`src/clk_switch_pkg.sv`:
```
// Constants, field positions, reset values and types of the clock source switcher.
// Assumes a single 100 MHz bus clock and an AXI4-Lite master with 32-bit data.
package clk_switch_pkg;

	localparam int unsigned CLK_HZ = 100_000_000;

	// Byte addresses on the register bus.
	localparam logic [7:0] ADDR_RUN_CTRL = 8'h00;
	localparam logic [7:0] ADDR_SETTLE_STAT = 8'h04;
	localparam logic [7:0] ADDR_SYS_SEL = 8'h08;
	localparam logic [7:0] ADDR_MODE_CFG = 8'h0c;
	localparam logic [7:0] ADDR_SPEED_CFG = 8'h10;
	localparam logic [7:0] ADDR_FAST_CTRL = 8'h14;
	localparam logic [7:0] ADDR_SETTLE_SEL = 8'h18;
	localparam logic [7:0] ADDR_STATE = 8'h1c;

	// Field positions.
	localparam int unsigned RUN_CRYSTAL_STOP_POS = 7;
	localparam int unsigned RUN_INT_STOP_POS = 0;
	localparam int unsigned SYS_STATUS_POS = 5;
	localparam int unsigned SYS_SOURCE_POS = 4;
	localparam int unsigned SYS_FIXED_POS = 3;
	localparam int unsigned MODE_EXT_POS = 7;
	localparam int unsigned MODE_OSC_SEL_POS = 6;
	localparam int unsigned MODE_GAIN_POS = 0;
	localparam int unsigned SPEED_HS_POS = 0;
	localparam int unsigned FAST_EN_POS = 0;
	localparam int unsigned FAST_SEL_POS = 1;

	// Reset values.
	localparam logic [7:0] SYS_SEL_RESET = 8'h09;
	localparam logic [2:0] DIV_RESET = 3'h1;
	localparam logic CRYSTAL_STOP_RESET = 1'b1;
	localparam logic [2:0] SETTLE_SEL_RESET = 3'h7;

	// Strap code that configures the internal oscillator for 1 MHz.
	localparam logic [1:0] STRAP_IH_1MHZ = 2'h2;

	// AXI responses.
	localparam logic [1:0] RESP_OKAY = 2'h0;
	localparam logic [1:0] RESP_SLVERR = 2'h2;

	// Break-before-make gap while the CPU clock select is changed.
	localparam int unsigned SWITCH_GAP_NS = 20;
	localparam int unsigned SWITCH_GAP_CYCLES_I =
		(SWITCH_GAP_NS * (CLK_HZ / 1_000_000) + 999) / 1000;
	localparam logic [3:0] SWITCH_GAP_CYCLES = 4'(SWITCH_GAP_CYCLES_I);

	// Settle status bit i is set once 2**SETTLE_LOG2[i] cycles have elapsed.
	localparam logic [7:0][4:0] SETTLE_LOG2 = {5'd8, 5'd9, 5'd10, 5'd11,
		5'd13, 5'd15, 5'd17, 5'd18};
	localparam int unsigned SETTLE_CNT_W = 19;

	typedef enum logic [1:0] {
		SRC_INT = 2'h0,
		SRC_HS = 2'h1,
		SRC_FAST = 2'h2
	} src_t;

	typedef enum logic [7:0] {
		ST_INT_RUN = 8'h01,
		ST_HS_RUN = 8'h02,
		ST_FAST_RUN = 8'h04,
		ST_INT_HALT = 8'h08,
		ST_HS_HALT = 8'h10,
		ST_FAST_HALT = 8'h20,
		ST_INT_STOP = 8'h40,
		ST_HS_STOP = 8'h80
	} state_t;

endpackage : clk_switch_pkg

```
`src/settle_counter.sv`:
```
// Crystal stabilisation time counter with a thermometer status byte.
// Assumes run is high only while the crystal oscillator is enabled.
`timescale 1ns/1ns
module settle_counter #(
	parameter int unsigned SETTLE_SHRINK = 0
) (
	input wire logic aclk,
	input wire logic aresetn,
	input wire logic run,
	input wire logic [2:0] limit_sel,
	output logic [7:0] status
);
	import clk_switch_pkg::*;

	typedef struct packed {
		logic [SETTLE_CNT_W-1:0] count;
		logic [7:0] status;
	} cnt_state_t;

	cnt_state_t r;
	cnt_state_t n;

	function automatic logic [SETTLE_CNT_W-1:0] threshold(input logic [4:0] lg);
		threshold = SETTLE_CNT_W'(1) << (lg - 5'(SETTLE_SHRINK));
	endfunction : threshold

	// Counting stops at the selected longest time, so the status never runs past it.
	always_comb begin
		n = r;
		if (!run) begin
			n.count = '0;
		end else if (r.count < threshold(SETTLE_LOG2[3'd7 - limit_sel])) begin
			n.count = r.count + SETTLE_CNT_W'(1);
		end
		for (int i = 0; i < 8; i++) begin
			n.status[i] = (n.count >= threshold(SETTLE_LOG2[i]));
		end
	end

	always_ff @(posedge aclk) begin
		if (!aresetn) begin
			r <= '0;
		end else begin
			r <= n;
		end
	end

	assign status = r.status;

endmodule : settle_counter

```
`src/source_switch.sv`:
```
// Break-before-make select of the CPU clock source and divider.
// Assumes the clock gates downstream close while every select is low.
`timescale 1ns/1ns
module source_switch (
	input wire logic aclk,
	input wire logic aresetn,
	input wire clk_switch_pkg::src_t want_src,
	input wire logic [2:0] want_div,
	output logic [2:0] sel_onehot,
	output logic [2:0] div,
	output clk_switch_pkg::src_t cur_src,
	output logic busy
);
	import clk_switch_pkg::*;

	typedef struct packed {
		logic [2:0] sel;
		logic [2:0] div;
		src_t src;
		logic busy;
		logic [3:0] gap;
	} sw_state_t;

	sw_state_t r;
	sw_state_t n;

	// All selects drop for a gap before the new one rises, so no runt pulse reaches the CPU.
	always_comb begin
		n = r;
		if (r.busy) begin
			if (r.gap == 4'h0) begin
				n.sel = 3'h1 << want_src;
				n.src = want_src;
				n.div = want_div;
				n.busy = 1'b0;
			end else begin
				n.gap = r.gap - 4'h1;
			end
		end else if (want_src != r.src || want_div != r.div) begin
			n.sel = 3'h0;
			n.busy = 1'b1;
			n.gap = SWITCH_GAP_CYCLES - 4'h1;
		end
	end

	always_ff @(posedge aclk) begin
		if (!aresetn) begin
			r <= '0;
			r.sel <= 3'h1;
			r.div <= DIV_RESET;
			r.src <= SRC_INT;
		end else begin
			r <= n;
		end
	end

	assign sel_onehot = r.sel;
	assign div = r.div;
	assign cur_src = r.src;
	assign busy = r.busy;

endmodule : source_switch

```
`src/cpu_clock_source_switcher.sv`:
```
// CPU clock source switcher: registers, legal transitions, run/halt/stop states.
// Assumes an AXI4-Lite master on aclk and same-clock halt and stop requests from the CPU.
//
// Local design decisions: the register offsets and the AXI4-Lite slave port.
`timescale 1ns/1ns
module cpu_clock_source_switcher #(
	parameter int unsigned SETTLE_SHRINK = 0
) (
	input wire logic aclk,
	input wire logic aresetn,
	input wire logic [7:0] s_axi_awaddr,
	input wire logic s_axi_awvalid,
	output logic s_axi_awready,
	input wire logic [31:0] s_axi_wdata,
	input wire logic [3:0] s_axi_wstrb,
	input wire logic s_axi_wvalid,
	output logic s_axi_wready,
	output logic [1:0] s_axi_bresp,
	output logic s_axi_bvalid,
	input wire logic s_axi_bready,
	input wire logic [7:0] s_axi_araddr,
	input wire logic s_axi_arvalid,
	output logic s_axi_arready,
	output logic [31:0] s_axi_rdata,
	output logic [1:0] s_axi_rresp,
	output logic s_axi_rvalid,
	input wire logic s_axi_rready,
	input wire logic [1:0] strap_ih_freq,
	input wire logic halt_req,
	input wire logic stop_req,
	input wire logic wake_pin,
	output logic int_osc_en,
	output logic crystal_osc_en,
	output logic ext_clk_en,
	output logic crystal_gain,
	output logic fast_osc_en,
	output logic high_speed_mode,
	output logic ih_osc_8mhz,
	output logic [2:0] clk_sel,
	output logic [2:0] clk_div,
	output logic cpu_halted,
	output logic cpu_stopped
);
	import clk_switch_pkg::*;

	////////////////////////////////////////////////////////////////////////////////
	// State.

	typedef struct packed {
		state_t state;
		logic strap_taken;
		logic ih_1mhz;
		logic crystal_stop;
		logic int_stop;
		logic main_src_bit;
		logic [2:0] div;
		logic mode_written;
		logic ext_in;
		logic osc_sel;
		logic gain;
		logic hs_op;
		logic fast_en;
		logic fast_sel;
		logic [2:0] settle_sel;
		logic aw_held;
		logic [7:0] aw_addr;
		logic w_held;
		logic [7:0] w_data;
		logic w_lane0;
		logic awready;
		logic wready;
		logic bvalid;
		logic [1:0] bresp;
		logic arready;
		logic rvalid;
		logic [31:0] rdata;
		logic [1:0] rresp;
		logic [2:0] wake_sync;
		logic int_en;
		logic crystal_en;
		logic ext_en;
		logic halted;
		logic stopped;
		logic fast_run;
		logic ih_8mhz;
	} regs_t;

	regs_t r;
	regs_t n;

	src_t want_src;
	src_t cur_src;
	logic [2:0] sel_onehot;
	logic [2:0] div_applied;
	logic [7:0] settle_status;
	logic hs_status;
	logic wake_seen;
	logic do_write;
	logic [7:0] wd;
	logic [7:0] rd;
	logic rd_ok;
	logic wr_ok;

	////////////////////////////////////////////////////////////////////////////////
	// Submodules.

	source_switch u_switch (
		.aclk(aclk),
		.aresetn(aresetn),
		.want_src(want_src),
		.want_div(r.div),
		.sel_onehot(sel_onehot),
		.div(div_applied),
		.cur_src(cur_src),
		.busy()
	);

	// The counter runs only while the crystal really oscillates; an external clock
	// needs no settling, so it is not counted.
	settle_counter #(
		.SETTLE_SHRINK(SETTLE_SHRINK)
	) u_settle (
		.aclk(aclk),
		.aresetn(aresetn),
		.run(r.crystal_en),
		.limit_sel(r.settle_sel),
		.status(settle_status)
	);

	////////////////////////////////////////////////////////////////////////////////
	// Next state.

	assign hs_status = (cur_src == SRC_HS);
	assign wake_seen = r.wake_sync[1] & r.wake_sync[2];
	assign do_write = r.aw_held & r.w_held & ~r.bvalid;
	assign wd = r.w_data;

	// The 20 MHz select wins over the source bit; the write guards keep both from being set.
	always_comb begin
		if (r.fast_sel) begin
			want_src = SRC_FAST;
		end else if (r.main_src_bit) begin
			want_src = SRC_HS;
		end else begin
			want_src = SRC_INT;
		end
	end

	always_comb begin
		rd = 8'h00;
		rd_ok = 1'b1;
		unique case (s_axi_araddr)
			ADDR_RUN_CTRL: begin
				rd[RUN_CRYSTAL_STOP_POS] = r.crystal_stop;
				rd[RUN_INT_STOP_POS] = r.int_stop;
			end
			ADDR_SETTLE_STAT: begin
				rd = settle_status;
			end
			ADDR_SYS_SEL: begin
				rd[SYS_STATUS_POS] = hs_status;
				rd[SYS_SOURCE_POS] = r.main_src_bit;
				rd[SYS_FIXED_POS] = SYS_SEL_RESET[SYS_FIXED_POS];
				rd[2:0] = r.div;
			end
			ADDR_MODE_CFG: begin
				rd[MODE_EXT_POS] = r.ext_in;
				rd[MODE_OSC_SEL_POS] = r.osc_sel;
				rd[MODE_GAIN_POS] = r.gain;
			end
			ADDR_SPEED_CFG: begin
				rd[SPEED_HS_POS] = r.hs_op;
			end
			ADDR_FAST_CTRL: begin
				rd[FAST_EN_POS] = r.fast_en;
				rd[FAST_SEL_POS] = r.fast_sel;
			end
			ADDR_SETTLE_SEL: begin
				rd[2:0] = r.settle_sel;
			end
			ADDR_STATE: begin
				rd = r.state;
			end
			default: begin
				rd_ok = 1'b0;
			end
		endcase
	end

	always_comb begin
		n = r;
		wr_ok = 1'b1;

		// Strap is caught once, in the first cycle after reset release.
		if (!r.strap_taken) begin
			n.strap_taken = 1'b1;
			n.ih_1mhz = (strap_ih_freq == STRAP_IH_1MHZ);
		end

		// Wake pin crosses in by three flops; it counts once the last two are both high.
		n.wake_sync = {r.wake_sync[1:0], wake_pin};

		// Write address and data channels, taken in either order.
		if (s_axi_awvalid && r.awready) begin
			n.aw_held = 1'b1;
			n.aw_addr = s_axi_awaddr;
		end
		if (s_axi_wvalid && r.wready) begin
			n.w_held = 1'b1;
			n.w_data = s_axi_wdata[7:0];
			n.w_lane0 = s_axi_wstrb[0];
		end
		if (r.bvalid && s_axi_bready) begin
			n.bvalid = 1'b0;
		end

		if (do_write) begin
			n.aw_held = 1'b0;
			n.w_held = 1'b0;
			n.bvalid = 1'b1;
			unique case (r.aw_addr)
				ADDR_RUN_CTRL: begin
					if (r.w_lane0) begin
						// Stopping the crystal under a CPU that runs on it is refused.
						if (!wd[RUN_CRYSTAL_STOP_POS] || !hs_status) begin
							n.crystal_stop = wd[RUN_CRYSTAL_STOP_POS];
						end
						if (!wd[RUN_INT_STOP_POS] || hs_status) begin
							n.int_stop = wd[RUN_INT_STOP_POS];
						end
					end
				end
				ADDR_SETTLE_STAT: begin
					wr_ok = 1'b1;
				end
				ADDR_SYS_SEL: begin
					if (r.w_lane0) begin
						n.div = wd[2:0];
						// No direct hop between the 20 MHz and high-speed sources.
						if (!r.fast_sel && r.osc_sel) begin
							n.main_src_bit = wd[SYS_SOURCE_POS];
						end
					end
				end
				ADDR_MODE_CFG: begin
					if (r.w_lane0 && !r.mode_written) begin
						n.mode_written = 1'b1;
						n.ext_in = wd[MODE_EXT_POS];
						n.osc_sel = wd[MODE_OSC_SEL_POS];
						n.gain = wd[MODE_GAIN_POS];
					end
				end
				ADDR_SPEED_CFG: begin
					if (r.w_lane0) begin
						n.hs_op = wd[SPEED_HS_POS];
					end
				end
				ADDR_FAST_CTRL: begin
					if (r.w_lane0 && !r.ih_1mhz) begin
						// Disabling is refused while the 20 MHz select bit is set, or when the same write sets it.
						if (wd[FAST_EN_POS] || !wd[FAST_SEL_POS] && !r.fast_sel) begin
							n.fast_en = wd[FAST_EN_POS];
						end
						if (!wd[FAST_SEL_POS] || r.fast_en && !r.main_src_bit && !hs_status) begin
							n.fast_sel = wd[FAST_SEL_POS];
						end
					end
				end
				ADDR_SETTLE_SEL: begin
					if (r.w_lane0) begin
						n.settle_sel = wd[2:0];
					end
				end
				ADDR_STATE: begin
					wr_ok = 1'b1;
				end
				default: begin
					wr_ok = 1'b0;
				end
			endcase
			n.bresp = wr_ok ? RESP_OKAY : RESP_SLVERR;
		end

		// The 1 MHz configuration forbids the 20 MHz oscillator outright.
		if (n.ih_1mhz) begin
			n.fast_en = 1'b0;
			n.fast_sel = 1'b0;
		end

		n.awready = ~n.aw_held & ~n.bvalid;
		n.wready = ~n.w_held & ~n.bvalid;

		// Read channel: one read at a time, answered one cycle after it is taken.
		if (s_axi_arvalid && r.arready) begin
			n.arready = 1'b0;
			n.rvalid = 1'b1;
			n.rdata = {24'h000000, rd};
			n.rresp = rd_ok ? RESP_OKAY : RESP_SLVERR;
		end else if (r.rvalid && s_axi_rready) begin
			n.rvalid = 1'b0;
			n.arready = 1'b1;
		end else if (!r.rvalid) begin
			n.arready = 1'b1;
		end

		// CPU clock states follow the source actually applied, not the one requested.
		unique case (r.state)
			ST_INT_RUN, ST_HS_RUN, ST_FAST_RUN: begin
				if (halt_req) begin
					unique case (cur_src)
						SRC_HS: n.state = ST_HS_HALT;
						SRC_FAST: n.state = ST_FAST_HALT;
						default: n.state = ST_INT_HALT;
					endcase
				end else if (stop_req && cur_src != SRC_FAST) begin
					n.state = (cur_src == SRC_HS) ? ST_HS_STOP : ST_INT_STOP;
				end else begin
					unique case (cur_src)
						SRC_HS: n.state = ST_HS_RUN;
						SRC_FAST: n.state = ST_FAST_RUN;
						default: n.state = ST_INT_RUN;
					endcase
				end
			end
			ST_INT_HALT, ST_INT_STOP: begin
				if (wake_seen) begin
					n.state = ST_INT_RUN;
				end
			end
			ST_HS_HALT, ST_HS_STOP: begin
				if (wake_seen) begin
					n.state = ST_HS_RUN;
				end
			end
			ST_FAST_HALT: begin
				if (wake_seen) begin
					n.state = ST_FAST_RUN;
				end
			end
			default: begin
				n.state = ST_INT_RUN;
			end
		endcase

		n.halted = (n.state == ST_INT_HALT) | (n.state == ST_HS_HALT) | (n.state == ST_FAST_HALT);
		n.stopped = (n.state == ST_INT_STOP) | (n.state == ST_HS_STOP);

		// Oscillator enables. STOP freezes every main oscillator until wake.
		n.int_en = ~n.int_stop & ~n.stopped;
		n.crystal_en = n.osc_sel & ~n.ext_in & ~n.crystal_stop & ~n.stopped;
		n.ext_en = n.osc_sel & n.ext_in & ~n.crystal_stop & ~n.stopped;
		n.fast_run = n.fast_en & ~n.stopped;
		n.ih_8mhz = ~n.ih_1mhz;
	end

	////////////////////////////////////////////////////////////////////////////////
	// Registers.

	always_ff @(posedge aclk) begin
		if (!aresetn) begin
			r <= '0;
			r.state <= ST_INT_RUN;
			r.div <= SYS_SEL_RESET[2:0];
			r.crystal_stop <= CRYSTAL_STOP_RESET;
			r.settle_sel <= SETTLE_SEL_RESET;
			// The CPU runs on the internal oscillator straight out of reset.
			r.int_en <= 1'b1;
			r.ih_8mhz <= 1'b1;
		end else begin
			r <= n;
		end
	end

	assign s_axi_awready = r.awready;
	assign s_axi_wready = r.wready;
	assign s_axi_bvalid = r.bvalid;
	assign s_axi_bresp = r.bresp;
	assign s_axi_arready = r.arready;
	assign s_axi_rvalid = r.rvalid;
	assign s_axi_rdata = r.rdata;
	assign s_axi_rresp = r.rresp;
	assign int_osc_en = r.int_en;
	assign crystal_osc_en = r.crystal_en;
	assign ext_clk_en = r.ext_en;
	assign crystal_gain = r.gain;
	assign fast_osc_en = r.fast_run;
	assign high_speed_mode = r.hs_op;
	assign ih_osc_8mhz = r.ih_8mhz;
	// The switch already holds every select low for the whole gap.
	assign clk_sel = sel_onehot;
	assign clk_div = div_applied;
	assign cpu_halted = r.halted;
	assign cpu_stopped = r.stopped;

endmodule : cpu_clock_source_switcher

```
`config.mk`:
```
export PLATFORM = sky130hd
export DESIGN_NAME = cpu_clock_source_switcher
export DESIGN_NICKNAME = d
export VERILOG_FILES = /design/src/clk_switch_pkg.sv /design/src/settle_counter.sv /design/src/source_switch.sv /design/src/cpu_clock_source_switcher.sv
export SDC_FILE = /design/constraint.sdc
export NUM_CORES = 1
export LEC_CHECK = 0
export BUFFER_PORTS_ARGS = -buffer_cell sky130_fd_sc_hd__buf_2
export CORE_MARGIN = 2
export CORE_UTILIZATION = 45
export DETAILED_ROUTE_END_ITERATION = 8
export PLACE_DENSITY = 0.72
export SYNTH_ARGS = -nofsm -noshare
export SYNTH_HDL_FRONTEND = slang
export SYNTH_SLANG_ARGS = --single-unit
```
`constraint.sdc`:
```
create_clock -name aclk -period 4.4 [get_ports aclk]
set_input_delay 0.88 -clock aclk [delete_from_list [all_inputs] [get_ports aclk]]
set_output_delay 0.88 -clock aclk [all_outputs]
set_load 0.05 [all_outputs]
```
# Word-level counts from Yosys, hierarchy flattened
# Memories as Yosys holds them, arrays and structs flattened.
# Index checks and enable logic that the tools add are counted.
# totals
mem_count,1
elab_cells,227
input_bits,64
regBits,112
rom_bits,40
# mem_list
memory,depth,word_bits,read_ports,rd_ports_with_merged_regs,write_ports,line,text
(no name shown),8,5,1,0,0,settle_counter.sv:32,end else if (r.count < threshold(SETTLE_LOG2[3'd7 - limit_sel])) begin
# classes
n_lt_le_gt_ge,10
n_reduce_logical,46
mux,60
n_addsub,3
eq_ne,36
bitwise,26
n_shift,2
# ops
operator,count
"8-bit by 5-bit equality test with 1-bit output, second input constant",10
"8-bit by 4-bit equality test with 1-bit output, second input constant",6
8-bit 2-to-1 mux,6
19-bit 2-to-1 mux,2
8-bit one-hot mux with 4 select lines,1
"8-bit by 3-bit equality test with 1-bit output, second input constant",3
4-bit 2-to-1 mux,5
"19-bit by 1-bit adder with 19-bit output, second input constant",1
"19-bit by 10-bit >= comparator with 1-bit output, second input constant",1
"19-bit by 11-bit >= comparator with 1-bit output, second input constant",1
"19-bit by 12-bit >= comparator with 1-bit output, second input constant",1
"19-bit by 14-bit >= comparator with 1-bit output, second input constant",1
"19-bit by 16-bit >= comparator with 1-bit output, second input constant",1
"19-bit by 18-bit >= comparator with 1-bit output, second input constant",1
"19-bit >= comparator, second input constant",1
"19-bit by 9-bit >= comparator with 1-bit output, second input constant",1
19-bit < comparator,1
"1-bit by 5-bit << shifter with 19-bit output, first input constant",1
1-bit 2-to-1 mux,18
9-bit 2-to-1 mux,2
17-bit 2-to-1 mux,1
"8-bit by 6-bit equality test with 1-bit output, second input constant",2
"8-bit by 7-bit equality test with 1-bit output, second input constant",2
"8-bit equality test, second input constant",2
38 further kinds,112

# Depth between registers and ports, before layout
# Gate-level depths: netlist of the first run.
# depth
word_depth,12
ltp_mapped,11

# By module
# From an unflattened synthesis of the first run, not the netlist that was laid out.
# unflattened
cells_unflattened,691
area_unflattened_um2,5883.1
# modules_own_cells
mod,area_each_um2,seq_area_each_um2,instances,cells_per_inst
cpu_clock_source_switcher,3437.0,1361.3,1,411
settle_counter,1719.1,520.5,1,197
source_switch,726.9,260.2,1,83

# Worst setup path after synthesis of the first run
# No wires, ideal clock.
# synth_timing
kind,flip-flop to flip-flop
startpoint,reg r[70] (netlist bit)
endpoint,"reg u_settle.r, in the netlist u_settle.status[4]"
required_time_ns,4.278
stages_incl_launch_ff,11
path_buffers,1
arrival_time_ns,3.230
synth_period_minus_slack_ns,3.352
path_slack_ns,1.048
cell_sequence,dfxtp_1 -> clkbuf_1 -> or3b_2 -> ha_1 -> o21ai_0 -> nor2_1 -> o41a_4 -> or4_4 -> o32a_4 -> a21o_1 -> o311a_1
# synth_between
elab_chain_cells,8
# synth_rtl
element,line,text
from (decl),cpu_clock_source_switcher.sv:88,regs_t r;
from (signal assigned),cpu_clock_source_switcher.sv:370,r <= n;
3-bit subtractor,settle_counter.sv:32,
memory read 8 x 5 bit,n/a,
5-bit 2-to-1 mux (implied by the code),settle_counter.sv:32,
1-bit by 5-bit << shifter with 19-bit output,settle_counter.sv:24,threshold = SETTLE_CNT_W'(1) << (lg - 5'(SETTLE_SHRINK));
19-bit < comparator,settle_counter.sv:32,
19-bit 2-to-1 mux,settle_counter.sv:32,
19-bit 2-to-1 mux,settle_counter.sv:30,if (!run) begin
19-bit by 12-bit >= comparator with 1-bit output,settle_counter.sv:36,n.status[i] = (n.count >= threshold(SETTLE_LOG2[i]));
to (signal assigned),settle_counter.sv:44,r <= n;
to (decl),settle_counter.sv:20,cnt_state_t r;
# No other way between the ends. The select of a mux whose other input is x is not followed.
# A chain may end at the register's enable or synchronous reset.

# Worst setup path after layout of the first run
# Same ends and word-level chain as after synthesis.

==> results of run 1 <==
## cells by family (layout without fill, tap and decap cells)
family,Yosys count,after routing,synth area share [%]
and+or+nand+nor,281,281,25.50
AOI/OAI and AO/OA,126,126,15.60
DFF,108,108,37.28
buffers and inverters,87,94,8.350
xor gates and xnor gates,27,27,4.078
adders and majority gates,24,24,5.178
muxes,22,22,3.883
other,2,36,0.1295
## power breakdown
part | switching, uW | internal (uW) | total [uW]
logic | 138 | 54.0 | 192
registers | 18.3 | 996 | 1010
clock network | 359 | 513 | 873
## cell usage in the layout, fill, tap and decap left out, types with 5 or more instances in the layout
cell and n:
a21boi_0 26, a21oi_1 22, a22oi_1 5, a31oi_1 8
and2_1 21, and3_1 8, buf_2 64, clkbuf_16 9
conb_1 36, dfxtp_1 108, ha_1 24, inv_1 13
mux2i_1 18, nand2_1 78, nand2b_1 7, nand3_1 25
nand3b_1 6, nand4_1 14, nor2_1 43, nor2b_1 20
nor3_1 14, nor3b_1 10, nor4_1 6, o21ai_0 21
xnor2_1 17, xor2_1 10
## metal layers
metal	global-route usage [%]	vias to the layer above	wire length [um]
li1	-	2383	-
met1	24.40	2247	5946
met2	33.85	113	6507
met3	4.312	13	585
met4	4.593	0	170
met5	0	-	0
## state kept, by name, indices dropped and copies added (netlist names), 2 cells and up
register / count
u_switch.cur_src: 2
u_switch.r: 4
u_settle.r: 19
u_settle.status: 8
u_switch.div: 3
n: 2
u_switch.sel_onehot: 3
s_axi_rdata: 8
r: 36
wd: 6
## metrics by stage
step | std cells | util [%]
2_1_floorplan | 711 | -
3_3_place_gp | 875 | 47.88
3_5_place_dp | 875 | 47.88
4_1_cts | 890 | 50.44
5_1_grt | 890 | 50.44
6_report | 890 | 50.44
## worst max-delay path: cells and delay by family, from the launching register on
family,cells,cell delay (ns)
DFF,1,0.51
and+or+nand+nor,3,1.23
adders and majority gates,1,0.30
AOI/OAI and AO/OA,5,1.53
## worst max-delay path by stage
stage	slack (ns)	cells past startpoint	endpoint	startpoint
4_1_cts	0.76	9	u_settle.status[4]	r[70]
6_report	0.74	9	u_settle.status[4]	r[70]
2_1_floorplan	1.05	10	u_settle.status[4]	r[70]
3_3_place_gp	0.88	9	u_settle.status[4]	r[70]
3_5_place_dp	0.77	9	u_settle.status[4]	r[70]
5_1_grt	0.50	9	u_settle.status[4]	r[70]
## final cells by class
type                    instances  area [um2]
clock buffers                  10       239.0
clock inverters                 5       83.83
fillers                      1198        6255
inverters                      13       48.80
multi-input cells             516        3281
flip-flops and latches        108        2162
well taps                     172       215.2
repair buffers                 66       335.3
==> results.cfg, run 1 <==
[outcome]
status = complete, no violations

[worst_hold_path]
holdPathEnd = n[9]
whs_path_depth = 1
hp-start = n[8]
hp-class = reg -> reg

[critical_path]
cp.arrival_ns = 3.89
max_stage_delay_ns = 0.66
crit_top_cell = nor2_1
worstPathMaxFanout = 11
worstPathCellList = or3b_2 -> ha_1 -> o21ai_0 -> nor2_1 -> o41a_4 -> nor2_1 -> a31oi_1 -> a21o_1 -> o311a_1
crit_type = reg -> reg
r2r-start = r[70]
r2r_end = u_settle.status[4]
worstSetupEndpointType = flop
r2r.worst_path.cells = 9
ff2ff_setup_slack_ns = 0.74
cp_data_required_time_ns = 4.63
start_kind = flop
cp_slowest_cell = nor2_1

[place]
dpl.hpwl_um = 9851
portBuffers = 64
routabilityCongestion = 0.8572
pre_cts_ws_ns = 0.7696
place_area_um2 = 6042

[logic_synthesis]
netlist_top_cells_area = dfxtp_1, buf_4, ha_1
async_flop_share_pct = 0
ys.flop_type = dfxtp_1
syn_area_per_cell_um2 = 8.566
yosysSeqAreaShare_pct = 37.28
ys_types = 66
synth_edf_count = 0
synthCells = 677
ys_ff_latch = 108
synth_top_cell_by_area = dfxtp_1
synthesis.area_um2 = 5799
netlist.area_leader.share_pct = 37.28
yosys_warnings = 0
synth_common_cells = dfxtp_1, nand2_1, nor2_1
synth.most_common_cell = dfxtp_1

[cts]
ctsResizeCount = 0
clk_pin_slew_ns = 0.07
clockRootBuffer = clkbuf_16
cts_hold_repair.buffers = 0
cts.path.max_buffers = 2
clkLatencyLatePin_ns = 0.35
numCtsBuffers = 9
cts_htree_levels = 3
numClockSinks = 108
cts_tree = yes
cts_setup_buffers = 0

[finish]
synthToLayoutAreaGrowth_pct = 9.752
layout.nets = 802
design_area_um2 = 6365
final_layout_size_suffix_gt1_share_pct = 14.21
antenna_cells = 0

[grt]
grt_max_degree = 82
gr-total-overflow = 0
grt_antenna_before_repair = 0
grt_pass1_wl_um = 22380
first_global_vias = 4628
grt.total_usage_pct = 19.39

[power]
p_total_uw = 2080
power.density_nw_per_um2 = 326.7
vdd_drop_max_v = 0.0002095
p_leak_uw = 0.002525

[timing]
fin_crit_sh_pct = 83.24
whs_ns = 0.4509
setup_ws_ns = 0.7376
max_freq_mhz = 273.0
slew_violations = 0
setup_viol = 0
slew_headroom_pct = 44.72
rsz0062_at_grt = false
period_needed_ns = 3.662
hold_viol_final = 0
skew_ns = 0.01479
worst_slew_pin_slew_ns = 0.8261
setup_tns_ns = 0

[floorplanning]
die_h_um = 117.5
core_um2 = 12620
core.rowCount = 41
initial_core_util_pct = 45.95
die_area_um2 = 13810
die_w_um = 117.5
ios = 120

[route]
routed_wl_um = 13210
drtIter0Drc = 316
dr_total_vias = 4756
routedWlPerCell_um = 14.84
antenna_left = 0
drc = 0
via_per_inst = 5.344
first_pass_iters = 4

[flow_run]
cap_violations = 0
No activity file was read; power rests on OpenSTA's default activity.
==> run 2, diff against run 1 <==
Settings changed: PLACE_DENSITY 0.72 to 0.74.
Clock period 4.4 ns to 3.09 ns, I/O delays scaled along.
==> results.cfg, run 2 (synthesis gave the netlist of run 1 again) <==
[cts]
numClockSinks = 108
cts_tree = yes
cts.path.max_buffers = 2
clk_pin_slew_ns = 0.08
cts_htree_levels = 3
numCtsBuffers = 9
cts_hold_repair.buffers = 0
clockRootBuffer = clkbuf_16
clkLatencyLatePin_ns = 0.36

[timing]
skew_ns = 0.009091
period_needed_ns = 3.029
max_freq_mhz = 330.2
slew_headroom_pct = 54.20
setup_viol = 0
hold_viol_final = 0
rsz0062_at_grt = true
fin_crit_sh_pct = 98.02
slew_violations = 0
worst_slew_pin_slew_ns = 0.6870

[grt]
grt_pass1_wl_um = 22600
first_global_vias = 4816
grt_max_degree = 82
grt_antenna_before_repair = 0
grt.total_usage_pct = 19.80
gr-total-overflow = 0

[finish]
final_cell_mix = dfxtp_1, nand2_1, buf_2
final_layout_size_suffix_gt1_share_pct = 20.03
synthToLayoutAreaGrowth_pct = 15.88
layout.cells.most_common = dfxtp_1
design_area_um2 = 6720
largestRegisters = r x36, u_settle.r x19
layout.nets = 827
fillCellCount = 1178
antenna_cells = 0
largest_reg_flops = 36
largest_register = r
layout.cells.non_filler = 916

[place]
routabilityCongestion = 0.8574
dpl.hpwl_um = 9918
place_area_um2 = 6226
placed_cells = 896
portBuffers = 64

[critical_path]
start_kind = flop
crit_type = reg -> reg
cp.arrival_ns = 3.27
worstPathMaxFanout = 6
worstSetupEndpointType = flop
cp_data_required_time_ns = 3.34

[floorplanning]
die_area_um2 = 13810
initial_core_util_pct = 45.95
ios = 120
core_um2 = 12620
core.rowCount = 41
die_w_um = 117.5
die_h_um = 117.5

[route]
drtIter0Drc = 363
routed_wl_um = 13900
antenna_left = 0
via_per_inst = 5.464
first_pass_iters = 5
dr_total_vias = 5005
drc = 0
routedWlPerCell_um = 15.17

[power]
p_leak_uw = 0.002696
power.density_nw_per_um2 = 435.3
vdd_drop_max_v = 0.0003179

[worst_hold_path]
hp-class = reg -> reg

[outcome]
status = complete, no violations

[flow_run]
cap_violations = 0
run 2: changes by cell type in the layout (fill, tap and decap cells not counted), moves of 3 or more:
cell | before | now
buf_4 | 2 | 25
dfxtp_1 | 108 | 105
ha_1 | 24 | 20
ha_4 | 0 | 4
or3b_2 | 3 | 0
or3b_4 | 0 | 3
run 2: what timing repair did:
action	in CTS	in global routing
gates resized for setup	9	21
buffers inserted	1	3
pin swaps	4	11
endpoints found under the setup margin	5	12
run 2: final timing paths:
check	from	slack (ns)	to	cells past startpoint
max reg2reg	r[72]	0.06	u_settle.status[4]	9
min reg2reg	r[79]	0.46	r[79]	2
max	r[72]	0.06	u_settle.status[4]	9
min	r[79]	0.46	r[79]	2
run 2: report_power, final:
part	switching (uW)	internal, uW	leakage [uW]
clock network	556	648	0.000151
logic	200	77.9	0.00167
registers	26.4	1420	0.000874
total	782	2140	0.00270
run 2: final cells by class:
cell class	instances	area (um2)	area share, %
Clock inverter	7	91.34	1.359
Sequential cell	108	2168	32.27
Inverter	13	48.80	0.7261
Tap cell	172	215.2	3.202
Timing Repair Buffer	91	530.5	7.894
Clock buffer	9	225.2	3.351
Multi-Input combinational cell	516	3441	51.20
run 2: worst max-delay path: stages (launching register included):
cell,delay (ns)
dfxtp_4,0.36
or3_4,0.38
ha_4,0.23
a211oi_2,0.20
nor2_2,0.07
o41a_4,0.54
or4_4,0.44
o32a_4,0.22
a21o_1,0.18
o311a_1,0.29
run 2: metrics by stage:
step | worst slack (ns) | setup TNS, ns | util [%] | hold WS [ns] | power, uW
floorplan | -0.01753 | -0.01753 | - | 0.4119 | 1714
global placement | -0.06479 | -0.1217 | 49.34 | 0.4309 | 1742
detailed placement | -0.1413 | -0.4312 | 49.34 | 0.4289 | 1750
CTS | -0.01588 | -0.03437 | 52.20 | 0.4610 | 2952
global route | -0.03454 | -0.04588 | 53.25 | 0.4808 | 3040
finish | 0.06127 | 0 | 53.25 | 0.4559 | 2925
run 2: layer usage:
metal | global-route usage [%] | routed length (um) | vias up
li1 | - | - | 2441
met1 | 24.61 | 6064 | 2388
met2 | 34.36 | 6829 | 148
met3 | 4.797 | 759 | 28
met4 | 5.196 | 244 | 0
met5 | 0 | 0 | -
==> run 3, diff against run 2 <==
Settings changed: RECOVER_POWER set to 50.
==> results.cfg, run 3 (synthesis gave the netlist of run 1 again) <==
[outcome]
status = complete, no violations

[place]
place_area_um2 = 6226
portBuffers = 64
dpl.hpwl_um = 9918
pre_cts_ws_ns = -0.1413
routabilityCongestion = 0.8574
placed_cells = 896

[cts]
clockRootBuffer = clkbuf_16
cts_hold_repair.buffers = 0
numClockSinks = 108
cts_htree_levels = 3
clkLatencyLatePin_ns = 0.36
numCtsBuffers = 9
clk_pin_slew_ns = 0.08
cts_tree = yes
cts.path.max_buffers = 2

[finish]
largestRegisters = r x36, u_settle.r x19
antenna_cells = 0
post-route-util_pct = 52.96
synthToLayoutAreaGrowth_pct = 15.25
layout.cells.most_common = dfxtp_1
final_layout_size_suffix_gt1_share_pct = 16.13
final_cell_mix = dfxtp_1, nand2_1, nor2_1
design_area_um2 = 6684
largest_reg_flops = 36
layout.nets = 827
largest_register = r
layout.cells.non_filler = 916

[grt]
grt_pass1_wl_um = 22600
grt.total_usage_pct = 19.80
first_global_vias = 4816
grt_antenna_before_repair = 0
gr-total-overflow = 0
grt_max_degree = 82

[timing]
hold_viol_final = 0
worst_slew_pin_slew_ns = 0.6805
skew_ns = 0.01019
slew_violations = 0
max_freq_mhz = 329.6
setup_tns_ns = 0
setup_ws_ns = 0.05557
rsz0062_at_grt = true
fin_crit_sh_pct = 98.20
setup_viol = 0
period_needed_ns = 3.034
slew_headroom_pct = 54.63

[route]
route.met2.wl_um = 6786
met1_length_um = 6158
wl_met3_um = 766
via_per_inst = 5.485
routedWlPerCell_um = 15.23
maxUsedRoutingLayer = met4
drtIter0Drc = 384
drc = 0
antenna_left = 0
routed_wl_um = 13950
first_pass_iters = 4
dr_total_vias = 5024

[critical_path]
cp.arrival_ns = 3.28
start_kind = flop
worstSetupEndpoint = u_settle.status[4]
crit_type = reg -> reg
cp_data_required_time_ns = 3.33
r2r_end = u_settle.status[4]
r2r.worst_path.cells = 9
r2r-start = r[72]
worstPathMaxFanout = 6
ff2ff_setup_slack_ns = 0.06
worstSetupEndpointType = flop
critPathLaunch = r[72]

[power]
power_frac_comb_pct = 9.4
power_frac_clock_pct = 41.2
vdd_drop_max_v = 0.0003183
switching_share_pct = 26.76
p_switching_uw = 782.4
p_int_uw = 2141
power_frac_seq_pct = 49.4
power.density_nw_per_um2 = 437.4
p_leak_uw = 0.002586

[floorplanning]
die_w_um = 117.5
die_area_um2 = 13810
core.rowCount = 41
core_um2 = 12620
initial_core_util_pct = 45.95
ios = 120
die_h_um = 117.5

[flow_run]
cap_violations = 0

[worst_hold_path]
hp-class = reg -> reg
## run 3: changes by cell type in the layout (fill, tap and decap cells not counted), sizes merged
cell,previous run,this run
buf,91,62
clkbuf,9,38
## run 3: cell type report
| cell class | count | area [um2] |
|---|---|---|
| Clock buffer | 9 | 225.2 |
| Clock inverter | 7 | 91.34 |
| Fill cell | 1190 | 5936 |
| Inverter | 13 | 48.80 |
| Multi-Input combinational cell | 516 | 3441 |
| Sequential cell | 108 | 2168 |
| Tap cell | 172 | 215.2 |
| Timing Repair Buffer | 91 | 494.2 |
## run 3: timing repair
action                     CTS  global route
buffers inserted             1             3
pin swaps                    4            11
setup endpoints to repair    5            12
resized for setup            9            21
## run 3: metrics by stage
stage	total power, uW	hold WS (ns)
after floorplan	1714	0.4119
after global placement	1742	0.4309
after detailed placement	1750	0.4289
after CTS	2952	0.4610
after global routing	3038	0.4808
final	2924	0.4557
## run 3: how the worst min path moves through the flow
stage / start / to / depth (start not counted)
3_3_place_gp: n[8] / n[9] / 1
4_1_cts: r[79] / r[79] / 2
6_report: r[79] / r[79] / 2
5_1_grt: n[8] / n[9] / 1
2_1_floorplan: n[8] / n[9] / 1
3_5_place_dp: n[8] / n[9] / 1
## run 3: power groups by stage
stage	sequential (uW)	clock, uW	combinational (uW)
after CTS	1440	1230	275
after floorplan	1490	0	223
final	1440	1200	276
after global placement	1470	0	267
after global routing	1450	1290	298
after detailed placement	1480	0	273
## run 3: per-layer routing
| layer | vias to the layer above | GRT usage, % |
|---|---|---|
| li1 | 2445 | - |
| met1 | 2385 | 24.61 |
| met2 | 169 | 34.36 |
| met3 | 25 | 4.797 |
| met4 | 0 | 5.196 |
| met5 | - | 0 |
## run 3: critical path: stages, from the launching register on
cell      delay (ns)
dfxtp_4         0.37
or3_4           0.38
ha_4            0.23
a211oi_2        0.20
nor2_2          0.07
o41a_4          0.54
or4_4           0.45
o32a_4          0.22
a21o_1          0.18
o311a_1         0.30
